### config.mk
export PLATFORM = sky130hd
export DESIGN_NAME = pwm_fault_protection
export DESIGN_NICKNAME = d
export VERILOG_FILES = /design/src/hw/pwm_fault_pkg.sv /design/src/hw/pwm_fault_protection.sv
export SDC_FILE = /design/constraint.sdc
export NUM_CORES = 1
export LEC_CHECK = 0
export BUFFER_PORTS_ARGS = -buffer_cell sky130_fd_sc_hd__buf_2
export CORE_MARGIN = 2
export CORE_UTILIZATION = 35
export DETAILED_ROUTE_END_ITERATION = 6
export SLEW_MARGIN = 20
export SYNTH_ARGS = -nofsm -noshare
export SYNTH_HDL_FRONTEND = slang
export SYNTH_SLANG_ARGS = --single-unit
export TNS_END_PERCENT = 30
### constraint.sdc
create_clock -name I_CLK -period 6.7 [get_ports I_CLK]
set_input_delay 1.005 -clock I_CLK [delete_from_list [all_inputs] [get_ports I_CLK]]
set_output_delay 1.005 -clock I_CLK [all_outputs]
set_load 0.01 [all_outputs]
### src/hw/pwm_fault_pkg.sv
package pwm_fault_pkg;

  // Sizes of the fault section.
  localparam int NUM_FAULT = 4;
  localparam int NUM_OUT   = 6;
  localparam int ADDR_W    = 8;
  localparam int DATA_W    = 32;

  // Register indices; the byte address is four times the index.
  localparam logic [ADDR_W-1:0] IDX_FAULT_CTL = 8'h04;
  localparam logic [ADDR_W-1:0] IDX_FAULT_EN  = 8'h05;
  localparam logic [ADDR_W-1:0] IDX_FLAGS     = 8'h06;
  localparam logic [ADDR_W-1:0] IDX_QUALIFY   = 8'h07;
  localparam logic [ADDR_W-1:0] IDX_DMAP01    = 8'h08;
  localparam logic [ADDR_W-1:0] IDX_DMAP23    = 8'h09;
  localparam logic [ADDR_W-1:0] IDX_DMAP45    = 8'h0A;
  localparam logic [ADDR_W-1:0] IDX_SW_CTL    = 8'h0C;
  localparam logic [ADDR_W-1:0] IDX_SW_DRIVE  = 8'h0D;
  localparam logic [ADDR_W-1:0] IDX_CONFIG    = 8'h10;

  // Field positions.
  localparam int POS_IRQ_EN   = 0;  // Bit 2x of fault_control.
  localparam int POS_CLR_MODE = 1;  // Bit 2x+1 of fault_control.
  localparam int POS_FLAG     = 0;  // Bit 2x of fault_flags.
  localparam int POS_INPUT_ON = 0;  // Bit 2x of fault_input_enable.
  localparam int POS_WPROT    = 0;  // Write-protect bit of config.
  localparam int POS_COMP     = 1;  // Complementary pairing bit.
  localparam int MAP_W        = 4;  // Disable-map bits per output.

  // Reset values.
  localparam logic [7:0]  RST_BYTE = 8'h00;
  localparam logic [23:0] RST_DMAP = 24'h000000;

  // Sampling timing in bus cycles.
  localparam int SMP_FIRST_CYC  = 2;
  localparam int SMP_PERIOD_CYC = 4;
  localparam logic [3:0] QUAL_N0 = 4'h1;
  localparam logic [3:0] QUAL_N1 = 4'h5;
  localparam logic [3:0] QUAL_N2 = 4'hA;
  localparam logic [3:0] QUAL_N3 = 4'hF;

  // One APB request as seen by the slave.
  typedef struct packed {
    logic [ADDR_W-1:0] addr;
    logic              write;
    logic [DATA_W-1:0] wdata;
    logic              sel;
    logic              enable;
  } apb_req_t;

  // Consecutive samples needed for a qualifying-count code.
  function automatic logic [3:0] qual_need(input logic [1:0] code);
    unique case (code)
      2'h0: qual_need = QUAL_N0;
      2'h1: qual_need = QUAL_N1;
      2'h2: qual_need = QUAL_N2;
      2'h3: qual_need = QUAL_N3;
    endcase
  endfunction : qual_need

endpackage : pwm_fault_pkg

### src/hw/pwm_fault_protection.sv
// Operation
// - Per-input clearing mode: 0 manual, 1 automatic.
// - Even fault_control bits enable fault interrupts.
// - Protection runs when enabled, irrespective interrupt enable.
// - Detected fault kills exactly its mapped outputs.
// - Input enable bit includes input in protection.
// - Write-protect freezes enable, qualify, map registers.
// - Qualified rising edge sets even-position flag.
// - Writing one clears flag; zero ignored.
// - Faults latch even with generators disabled.
// - Clearing flag withdraws its pending interrupt.
// - First sample after two, then every four.
// - Codes select 1, 5, 10, 15 samples.
// - Single-sample mode kills outputs through unclocked path.
// - Six four-bit map groups, one per output.
// - Software-control enable selects software drive bit.
// - Complementary software-driven odd output is its drive bit AND NOT even partner's.
//
// The implementer's own choice: the APB slave port.
module pwm_fault_protection
  import pwm_fault_pkg::*;
(
  // Clock and reset.
  input  wire logic                 I_CLK,
  input  wire logic                 I_ARST_N,
  // APB slave.
  input  wire logic [ADDR_W-1:0]    I_PADDR,
  input  wire logic                 I_PSEL,
  input  wire logic                 I_PENABLE,
  input  wire logic                 I_PWRITE,
  input  wire logic [DATA_W-1:0]    I_PWDATA,
  output logic      [DATA_W-1:0]    O_PRDATA,
  output logic                      O_PREADY,
  output logic                      O_PSLVERR,
  // Fault pins and generator outputs.
  input  wire logic [NUM_FAULT-1:0] I_FAULT,
  input  wire logic [NUM_OUT-1:0]   I_PWM_GEN,
  // Protected outputs and interrupt.
  output logic      [NUM_OUT-1:0]   O_PWM,
  output logic      [NUM_OUT-1:0]   O_FAST_DISABLE,
  output logic                      O_IRQ
);

  // Bus request gathered from the pins.
  apb_req_t req;
  assign req = '{addr: I_PADDR, write: I_PWRITE, wdata: I_PWDATA,
                 sel: I_PSEL, enable: I_PENABLE};

  // Software registers.
  logic [7:0]  fctl_q,  fctl_d;   // fault_control.
  logic [7:0]  fen_q,   fen_d;    // fault_input_enable.
  logic [7:0]  qualify_count_q,  qualify_count_d;   // fault_qualify_samples.
  logic [23:0] dmap_q,  dmap_d;   // fault_disable_map, six groups.
  logic [7:0]  swctl_q, swctl_d;  // software_drive_control.
  logic [7:0]  swdrv_q, swdrv_d;  // Software drive bits.
  logic [7:0]  cfg_q,   cfg_d;    // Write protect and pairing mode.

  // Bus response flops.
  logic              ready_q, ready_d;
  logic              err_q,   err_d;
  logic [DATA_W-1:0] rdata_q, rdata_d;

  // Fault pin synchronisers; only sync2 is read by logic.
  logic [NUM_FAULT-1:0] sync1_q;
  logic [NUM_FAULT-1:0] sync2_q;

  // Per-input qualification state.
  logic [3:0]           cnt_q   [NUM_FAULT];
  logic [3:0]           cnt_d   [NUM_FAULT];
  logic [1:0]           ph_q    [NUM_FAULT];
  logic [1:0]           ph_d    [NUM_FAULT];
  logic [NUM_FAULT-1:0] done_q,  done_d;   // Edge already qualified.
  logic [NUM_FAULT-1:0] flag_q,  flag_d;   // Sticky fault flags.
  logic [NUM_FAULT-1:0] act_q,   act_d;    // Fault holding outputs off.
  logic [NUM_FAULT-1:0] det;               // Qualification this cycle.
  logic [4:0]           run_q,   run_d;    // Check helper: input 1 run.

  // Output flops.
  logic [NUM_OUT-1:0] pwm_q, pwm_d;
  logic               irq_q, irq_d;

  // Decoded views of the registers.
  logic [NUM_FAULT-1:0] input_on;
  logic [NUM_FAULT-1:0] irq_en;
  logic [NUM_FAULT-1:0] auto_clr;
  logic [NUM_FAULT-1:0] single_smp;
  logic [NUM_FAULT-1:0] clr_req;
  logic                 wr_en;
  logic [ADDR_W-1:0]    idx;

  // Field extraction; bit positions come from the package.
  always_comb begin
    for (int i = 0; i < NUM_FAULT; i++) begin
      input_on[i]   = fen_q[2*i+POS_INPUT_ON];
      irq_en[i]     = fctl_q[2*i+POS_IRQ_EN];
      auto_clr[i]   = fctl_q[2*i+POS_CLR_MODE];
      single_smp[i] = (qualify_count_q[2*i+:2] == 2'h0);
    end
  end

  // A write lands only on the completing access edge.
  assign wr_en = req.sel && req.enable && ready_q && req.write;
  assign idx   = {2'h0, req.addr[ADDR_W-1:2]};

  // Flags that software is clearing with a written one this cycle.
  always_comb begin
    for (int i = 0; i < NUM_FAULT; i++) begin
      clr_req[i] = wr_en && (req.addr[1:0] == 2'h0) && (idx == IDX_FLAGS)
                   && req.wdata[2*i+POS_FLAG];
    end
  end

  // Register next state. Protected registers ignore writes once the
  // write-protect bit is up; the bit itself only falls at reset, so a
  // runaway program cannot reopen the enable, qualify and map registers.
  always_comb begin
    fctl_d  = fctl_q;
    fen_d   = fen_q;
    qualify_count_d  = qualify_count_q;
    dmap_d  = dmap_q;
    swctl_d = swctl_q;
    swdrv_d = swdrv_q;
    cfg_d   = cfg_q;
    if (wr_en && req.addr[1:0] == 2'h0) begin
      unique case (idx)
        IDX_FAULT_CTL: fctl_d = req.wdata[7:0];
        IDX_FAULT_EN: begin
          if (!cfg_q[POS_WPROT]) fen_d = req.wdata[7:0];
        end
        IDX_QUALIFY: begin
          if (!cfg_q[POS_WPROT]) qualify_count_d = req.wdata[7:0];
        end
        IDX_DMAP01: begin
          if (!cfg_q[POS_WPROT]) dmap_d[7:0] = req.wdata[7:0];
        end
        IDX_DMAP23: begin
          if (!cfg_q[POS_WPROT]) dmap_d[15:8] = req.wdata[7:0];
        end
        IDX_DMAP45: begin
          if (!cfg_q[POS_WPROT]) dmap_d[23:16] = req.wdata[7:0];
        end
        IDX_SW_CTL:   swctl_d = {2'h0, req.wdata[5:0]};
        IDX_SW_DRIVE: swdrv_d = {2'h0, req.wdata[5:0]};
        IDX_CONFIG: begin
          cfg_d[POS_WPROT] = cfg_q[POS_WPROT] | req.wdata[POS_WPROT];
          cfg_d[POS_COMP]  = req.wdata[POS_COMP];
        end
        default: begin
          // Flags and unmapped indices store nothing here.
        end
      endcase
    end
  end

  // Bus answer: ready rises for the access phase, so every transfer
  // takes exactly one setup and one access cycle.
  always_comb begin
    ready_d = req.sel && !req.enable;
    err_d   = 1'b0;
    rdata_d = '0;
    if (req.sel && !req.enable) begin
      if (req.addr[1:0] != 2'h0) begin
        err_d = 1'b1;
      end else begin
        unique case (idx)
          IDX_FAULT_CTL: rdata_d[7:0] = fctl_q;
          IDX_FAULT_EN:  rdata_d[7:0] = fen_q;
          IDX_FLAGS: begin
            for (int i = 0; i < NUM_FAULT; i++) begin
              rdata_d[2*i+POS_FLAG] = flag_q[i];
            end
          end
          IDX_QUALIFY:  rdata_d[7:0] = qualify_count_q;
          IDX_DMAP01:   rdata_d[7:0] = dmap_q[7:0];
          IDX_DMAP23:   rdata_d[7:0] = dmap_q[15:8];
          IDX_DMAP45:   rdata_d[7:0] = dmap_q[23:16];
          IDX_SW_CTL:   rdata_d[7:0] = swctl_q;
          IDX_SW_DRIVE: rdata_d[7:0] = swdrv_q;
          IDX_CONFIG:   rdata_d[7:0] = cfg_q;
          default:      err_d = 1'b1;
        endcase
      end
    end
  end

  // Register and bus flops.
  always_ff @(posedge I_CLK or negedge I_ARST_N) begin
    if (!I_ARST_N) begin
      fctl_q  <= RST_BYTE;
      fen_q   <= RST_BYTE;
      qualify_count_q  <= RST_BYTE;
      dmap_q  <= RST_DMAP;
      swctl_q <= RST_BYTE;
      swdrv_q <= RST_BYTE;
      cfg_q   <= RST_BYTE;
      ready_q <= 1'b0;
      err_q   <= 1'b0;
      rdata_q <= '0;
    end else begin
      fctl_q  <= fctl_d;
      fen_q   <= fen_d;
      qualify_count_q  <= qualify_count_d;
      dmap_q  <= dmap_d;
      swctl_q <= swctl_d;
      swdrv_q <= swdrv_d;
      cfg_q   <= cfg_d;
      ready_q <= ready_d;
      err_q   <= err_d;
      rdata_q <= rdata_d;
    end
  end

  // Two-flop synchroniser; its latency is the two-cycle first sample.
  always_ff @(posedge I_CLK or negedge I_ARST_N) begin
    if (!I_ARST_N) begin
      sync1_q <= '0;
      sync2_q <= '0;
    end else begin
      sync1_q <= I_FAULT;
      sync2_q <= sync1_q;
    end
  end

  // Qualification: a sample every four cycles while the synchronised
  // input stays high; a low sample restarts the run, so only
  // consecutive samples count. The done bit waits for the next edge.
  always_comb begin
    det = '0;
    // Check helper: cycles input 1 has stayed high while enabled.
    run_d = 5'h00;
    if (sync2_q[1] && input_on[1]) run_d = run_q + {4'h0, run_q != 5'h1F};
    for (int i = 0; i < NUM_FAULT; i++) begin
      cnt_d[i]  = cnt_q[i];
      ph_d[i]   = ph_q[i];
      done_d[i] = done_q[i];
      if (!sync2_q[i] || !input_on[i]) begin
        cnt_d[i]  = 4'h0;
        ph_d[i]   = 2'h0;
        done_d[i] = 1'b0;
      end else if (!done_q[i]) begin
        ph_d[i] = ph_q[i] + 2'h1;
        if (ph_q[i] == 2'h0) begin
          if (cnt_q[i] + 4'h1 >= qual_need(qualify_count_q[2*i+:2])) begin
            det[i]    = 1'b1;
            done_d[i] = 1'b1;
            cnt_d[i]  = 4'h0;
          end else begin
            cnt_d[i] = cnt_q[i] + 4'h1;
          end
        end
      end
    end
  end

  // Flags and output holds. A detection in the clearing cycle wins.
  // Nothing here looks at the generators, so faults latch even while
  // they are stopped.
  always_comb begin
    for (int i = 0; i < NUM_FAULT; i++) begin
      flag_d[i] = (flag_q[i] && !clr_req[i]) || det[i];
      act_d[i]  = act_q[i];
      if (det[i]) begin
        act_d[i] = 1'b1;
      end else if (!input_on[i]) begin
        act_d[i] = 1'b0;
      end else if (auto_clr[i]) begin
        if (!sync2_q[i]) act_d[i] = 1'b0;
      end else begin
        if (!flag_d[i] && !sync2_q[i]) act_d[i] = 1'b0;
      end
    end
  end

  // Qualification flops.
  always_ff @(posedge I_CLK or negedge I_ARST_N) begin
    if (!I_ARST_N) begin
      for (int i = 0; i < NUM_FAULT; i++) begin
        cnt_q[i] <= 4'h0;
        ph_q[i]  <= 2'h0;
      end
      done_q <= '0;
      flag_q <= '0;
      act_q  <= '0;
      run_q  <= 5'h00;
    end else begin
      for (int i = 0; i < NUM_FAULT; i++) begin
        cnt_q[i] <= cnt_d[i];
        ph_q[i]  <= ph_d[i];
      end
      done_q <= done_d;
      flag_q <= flag_d;
      act_q  <= act_d;
      run_q  <= run_d;
    end
  end

  // Output selection: software drive overrides the generator, and any
  // mapped fault forces the output inactive on top of both.
  always_comb begin
    for (int o = 0; o < NUM_OUT; o++) begin
      if (swctl_q[o]) begin
        if (cfg_q[POS_COMP] && (o % 2 == 1)) begin
          pwm_d[o] = swdrv_q[o] && !swdrv_q[o^1];
        end else begin
          pwm_d[o] = swdrv_q[o];
        end
      end else begin
        pwm_d[o] = I_PWM_GEN[o];
      end
      if (|(dmap_q[MAP_W*o+:MAP_W] & act_q)) begin
        pwm_d[o] = 1'b0;
      end
    end
    irq_d = |(flag_d & irq_en);
  end

  // Output flops.
  always_ff @(posedge I_CLK or negedge I_ARST_N) begin
    if (!I_ARST_N) begin
      pwm_q <= '0;
      irq_q <= 1'b0;
    end else begin
      pwm_q <= pwm_d;
      irq_q <= irq_d;
    end
  end

  // Unclocked kill for single-sample inputs. It is the one output not
  // from a flop: it must act before the synchroniser has caught up.
  always_comb begin
    for (int o = 0; o < NUM_OUT; o++) begin
      O_FAST_DISABLE[o] = |(dmap_q[MAP_W*o+:MAP_W] & I_FAULT
                            & input_on & single_smp);
    end
  end

  assign O_PWM     = pwm_q;
  assign O_IRQ     = irq_q;
  assign O_PRDATA  = rdata_q;
  assign O_PREADY  = ready_q;
  assign O_PSLVERR = err_q;
endmodule : pwm_fault_protection

# [Word-level counts from Yosys, hierarchy flattened]
# Index checks and enable logic that the tools add are counted.
[word_totals] output_inout_bits=47 elab_cells=309 inputBits=55 reg_bits=123
[op_classes] magnitude_cmp=4 reduce_logical=94 eq_ne=34 addsub=8 muxes=112 bitwise_logic=27
[op_table] cell="$mux 4" count=28
[op_table] cell="$and 4x4->4" count=25
[op_table] cell="$pmux 4 s4" count=4
[op_table] cell="$mux 1" count=62
[op_table] cell="$reduce_or 4->1" count=13
[op_table] cell="$eq 6x4->1 const B" count=5
[op_table] cell="$pmux 1 s9" count=3
[op_table] cell="$eq 6x3->1 const B" count=4
[op_table] cell="$reduce_and 2->1" count=12
[op_table] cell="$logic_and 1x1->1" count=21
[op_table] cell="$logic_not 1->1" count=20
[op_table] cell="$logic_not 2->1" count=9
[op_table] cell="$add 4x1->4 const B" count=4
[op_table] cell="$eq 2x2->1 const B" count=8
[op_table] cell="$ge 4x4->1" count=4
[op_table] cell="$mux 2" count=8
[op_table] cell="$mux 8" count=2
[op_table] cell="$ne 4x2->1 const B" count=4
[op_table] cell="$ne 4x3->1 const B" count=4
[op_table] cell="$pmux 1 s8" count=2
[op_table] cell="$reduce_and 3->1" count=5
[op_table] cell="$pmux 1 s10" count=1
[op_table] cell="$reduce_bool 2->1" count=5
[op_table] cell="$reduce_or 10->1" count=1
[op_table] cell="9 further kinds" count=25

# [Longest topological paths before layout]
[logic_depth] word_depth=17 ltp_mapped=9 ltp_nobuf=9

# [Worst setup path after synthesis]
# No wires, ideal clock.
[synth_timing] path_kind="input to register" startpoint="input I_PADDR[3]" endpoint="register swdrv_q[1]" cell_stages=4 slack_ns=3.978 setup_time_ns=0.125 required_time_ns=6.575 arrival_time_ns=2.597 n_path_buf=1 cell_sequence="buf_2 or4b_2 nor3_4 mux2_2"
[synth_between] elab_chain_cells=2
[synth_lines] element="from (decl)" line="pwm_fault_protection.sv:27" source="input wire logic [ADDR_W-1:0] I_PADDR,"
[synth_lines] element="$eq 6x4->1" line="pwm_fault_protection.sv:125" source="unique case (idx)"
[synth_lines] element="$reduce_and 2->1 (no line)"
[synth_lines] element="to (signal assigned)" line="pwm_fault_protection.sv:205" source="swdrv_q <= swdrv_d;"
[synth_lines] element="to (decl)" line="pwm_fault_protection.sv:55" source="logic [7:0] swdrv_q, swdrv_d;"
# No other way between the ends.
# A chain may end at the register's enable or synchronous reset.

# [Worst setup path in the final report]
[layout_timing] startpoint="input I_FAULT[2]" endpoint="output O_FAST_DISABLE[4]"
[layout_between] elab_chain_cells=4
[layout_lines] element="from (decl)" line="pwm_fault_protection.sv:36" source="input wire logic [NUM_FAULT-1:0] I_FAULT,"
[layout_lines] element="$and 4x4->4" line="pwm_fault_protection.sv:332" source="O_FAST_DISABLE[o] = |(dmap_q[MAP_W*o+:MAP_W] & I_FAULT"
[layout_lines] element="$and 4x4->4 (2 in a row)" line="pwm_fault_protection.sv:333" source="& input_on & single_smp);"
[layout_lines] element="$reduce_or 4->1" line="pwm_fault_protection.sv:332"
[layout_lines] element="to (decl)" line="pwm_fault_protection.sv:40" source="output logic [NUM_OUT-1:0] O_FAST_DISABLE,"
# No other way between the ends.

==> results by group <==
Status
  • Status: complete, no violations

Worst setup path
  • Worst setup startpoint: I_FAULT[2]
  • CP startpoint kind: primary input
  • Reg-to-Reg Start: cnt_q[12]$_DFFE_PN0P_
  • Worst setup EP type: primary output
  • CP max FO: 6
  • Arrival time worst endpoint: ~2.5 ns
  • Crit path kind: primary input to primary output
  • Worst Path Required: approximately 5.7 ns

Finish
  • Register area: 0.00308 sq mm
  • Final Cell Area: 0.00745 sq mm
  • Cell Count, Final, Fillers Out: 902
  • Commonest non-fill, non-tap cell in the layout: dfrtp_1
  • Diodes inserted: 0
  • Area taken by multi-input logic gates: between 0.003 and 0.004 sq mm
  • Most frequent cells in the layout: 123 x dfrtp_1, 69 x nand2_1, 58 x mux2_2
  • Filler cell count: 1706
  • Final net count: 739
  • Share of layout cells above drive strength 1: 0.247
  • Layout area overhead: 16.4%

STA
  • Final Hold Vio Count: 0
  • Final worst clock skew: just under 0.006 ns
  • Final period utilization: 0.519
  • Relative max-transition margin: 0.312
  • Period minus WS final: about 3.5 ns
  • Pin slew with the least headroom to its limit: about 1.0 ns
  • Final max-slew violation count: 0
  • # setup viols final: 0
  • Total negative slack: 0 ns
  • Unrepaired setup endpoints after global routing: false
  • Final worst setup slack: roughly 3.2 ns
  • Fmax: ~290 MHz

Synthesis
  • Most area-hungry cell type in the Yosys netlist: dfrtp_1
  • Synth warn: 0
  • Top cells by area, synth: dfrtp_1 48%, mux2_2 10%, ha_1 4.7%
  • Number of synthesized flops with an enable pin: 0
  • Synth unique cells: 59
  • Async SR Flop Fraction: 1.00
  • Mapped Cells: around 600
  • Sequential cell area fraction in the yosys report: 0.481
  • Ys flop type: dfrtp_1
  • Synthesized area per cell: 10.7 sq um
  • Synthesized area: 0.00640 sq mm
  • Synthesized flop and latch total: roughly 120
  • Share of the synthesized area in the top cell type: 0.481

Power
  • Worst vdd ir: ~0.16 mV
  • Seq pwr share: 0.417
  • Sw Ratio: 0.225
  • Clock power share: 0.540
  • Internal power: 1.40 mW
  • Net Switching: roughly 0.41 mW
  • Comb pwr share: 0.042
  • Pwr Density: approximately 240 mW/mm^2
  • Final total power: between 1.5 and 2 mW
  • Leak Pwr: 3.51 nW

Clock tree
  • Clock buffers created by TritonCTS: 17
  • H-tree depth: 4
  • PostCTS Resize Cnt: 0
  • Reg clk slew, reported paths: approximately 0.060 ns
  • Clock Path Buffers: 2
  • Clock Latency Late Sink: between 0.4 and 0.5 ns
  • CTS tree: built
  • Clk root buf: clkbuf_16
  • Setup repair bufs after CTS: 0
  • Clk sinks: roughly 120
  • Hold buffers post-CTS: 0

Detailed routing
  • Highest metal used: met4
  • Drt first pass iters: 5
  • Routed length on met1: around 7400 microns
  • Routed wl met2: roughly 7900 microns
  • Starting DRT DRC Count: 393
  • Wire length on met3: 1360 microns
  • Vias: 4945
  • Total Wirelength: approximately 17000 microns
  • Antenna-violating nets left: 0
  • # DRC: 0
  • Routed len/inst: 18.8 microns
  • Vias/cell: ~5.5

Floorplanning
  • Die area: between 0.015 and 0.02 sq mm
  • Die X-Extent: approximately 140 microns
  • Starting density of the core: 0.356
  • Die Y: between 100 and 150 microns
  • Io pins: around 100
  • Core area: between 0.015 and 0.02 sq mm
  • Number of cell rows: between 40 and 50

Run
  • Max_cap viols: 0

Global routing
  • Vias in the first global route: 4803
  • First-pass GRT wire length: 26700 microns
  • GRT Total Usage: 0.177
  • Largest net degree at the start of global routing: 63
  • Initial antenna violation count: 0
  • Total congestion overflow: 0

Placed design
  • RePlAce Congestion: 0.920
  • PortBufs: 53
  • Pre-CTS setup slack: 3.33 ns
  • Placed Instances: 870
  • Placed Area: between 0.006 and 0.007 sq mm
  • HPWL after DPL: 12400 microns

Min path
  • Hold_sp: sync1_q[0]$_DFF_PN0_
  • Hold crit path type: flop to flop
Yosys cell counts, types with 6 or more instances:
library cell,instances
buf_4,24
nand2b_1,16
nand3_1,12
a21oi_1,25
o21ai_0,20
nor2_1,30
nand2_1,69
clkbuf_1,6
a221oi_1,10
mux2i_1,14
xor2_1,7
mux2_2,58
nor3_1,8
inv_1,29
dfrtp_1,123
a22oi_1,27
ha_1,24
buf_2,7
nor2b_1,7
path summary, 6_finish.rpt:
path | endpoint | slack, ns | cells past startpoint
worst max-delay path | O_FAST_DISABLE[4] | 3.22 | 6
worst min-delay path | sync2_q[0]$_DFF_PN0_ | 0.35 | 0
worst max register to register | cnt_q[14]$_DFFE_PN0P_ | 4.22 | 7
worst min register to register | sync2_q[0]$_DFF_PN0_ | 0.35 | 0
max in group asynchronous | qualify_count_q[7]$_DFFE_PN0P_ | 4.75 | 2
min in group asynchronous | ph_q[7]$_DFFE_PN0P_ | 0.66 | 1
metrics by stage:
stage                     hold slack [ns]  utilization
after floorplan                     0.331            -
after global placement              0.334        0.379
after detailed placement            0.337        0.379
after CTS                           0.350        0.415
after global routing                0.351        0.415
final                               0.348        0.415
layout make-up:
cell class,instances,area share
Clock inverter,14,0.0264
Timing Repair Buffer,55,0.0379
Tap cell,229,0.0384
Sequential cell,123,0.413
Clock buffer,18,0.0589
Multi-Input combinational cell,434,0.411
Inverter,29,0.0146
registers in the layout (all words and copies together), names as in the netlist, 6 cells and up:
signal and cells:
O_PRDATA 8, O_PWM 6, cnt_q 16, dmap_q 24, fctl_q 8, fen_q 8
ph_q 8, qualify_count_q 8, swctl_q 6, swdrv_q 6
power by group through the flow:
stage / combinational, mW / sequential [mW] / clock, mW
2_1_floorplan: 0.0452 / 0.769 / 0
3_3_place_gp: 0.0750 / 0.769 / 0
3_5_place_dp: 0.0763 / 0.769 / 0
4_1_cts: 0.0766 / 0.756 / 0.993
5_1_grt: 0.0852 / 0.756 / 1.03
6_report: 0.0765 / 0.756 / 0.979
worst max-delay path, cell delays in order:
cell     delay [ns]
buf_2          0.10
nand2_1        0.05
nor3_1         0.78
a22oi_1        0.22
nand2_1        0.16
buf_2          0.15
logic make-up (layout without fill, tap and decap cells):
family,after synthesis,after routing,share of synthesized area
flops,123,123,0.481
buf+inv,67,116,0.0547
xor+xnor,11,11,0.0150
mux,72,72,0.124
simple gates,179,179,0.144
other cells,1,24,0.000586
compound gates,124,124,0.134
fa+ha+maj,24,24,0.0469
routing by layer:
metal  GRT usage  vias to the layer above
met5           0                        -
met3      0.0444                       30
met2       0.272                      224
met1       0.244                     2452
li1            -                     2239
met4      0.0601                        0
Note: power is estimated with default switching activity, not from simulation.
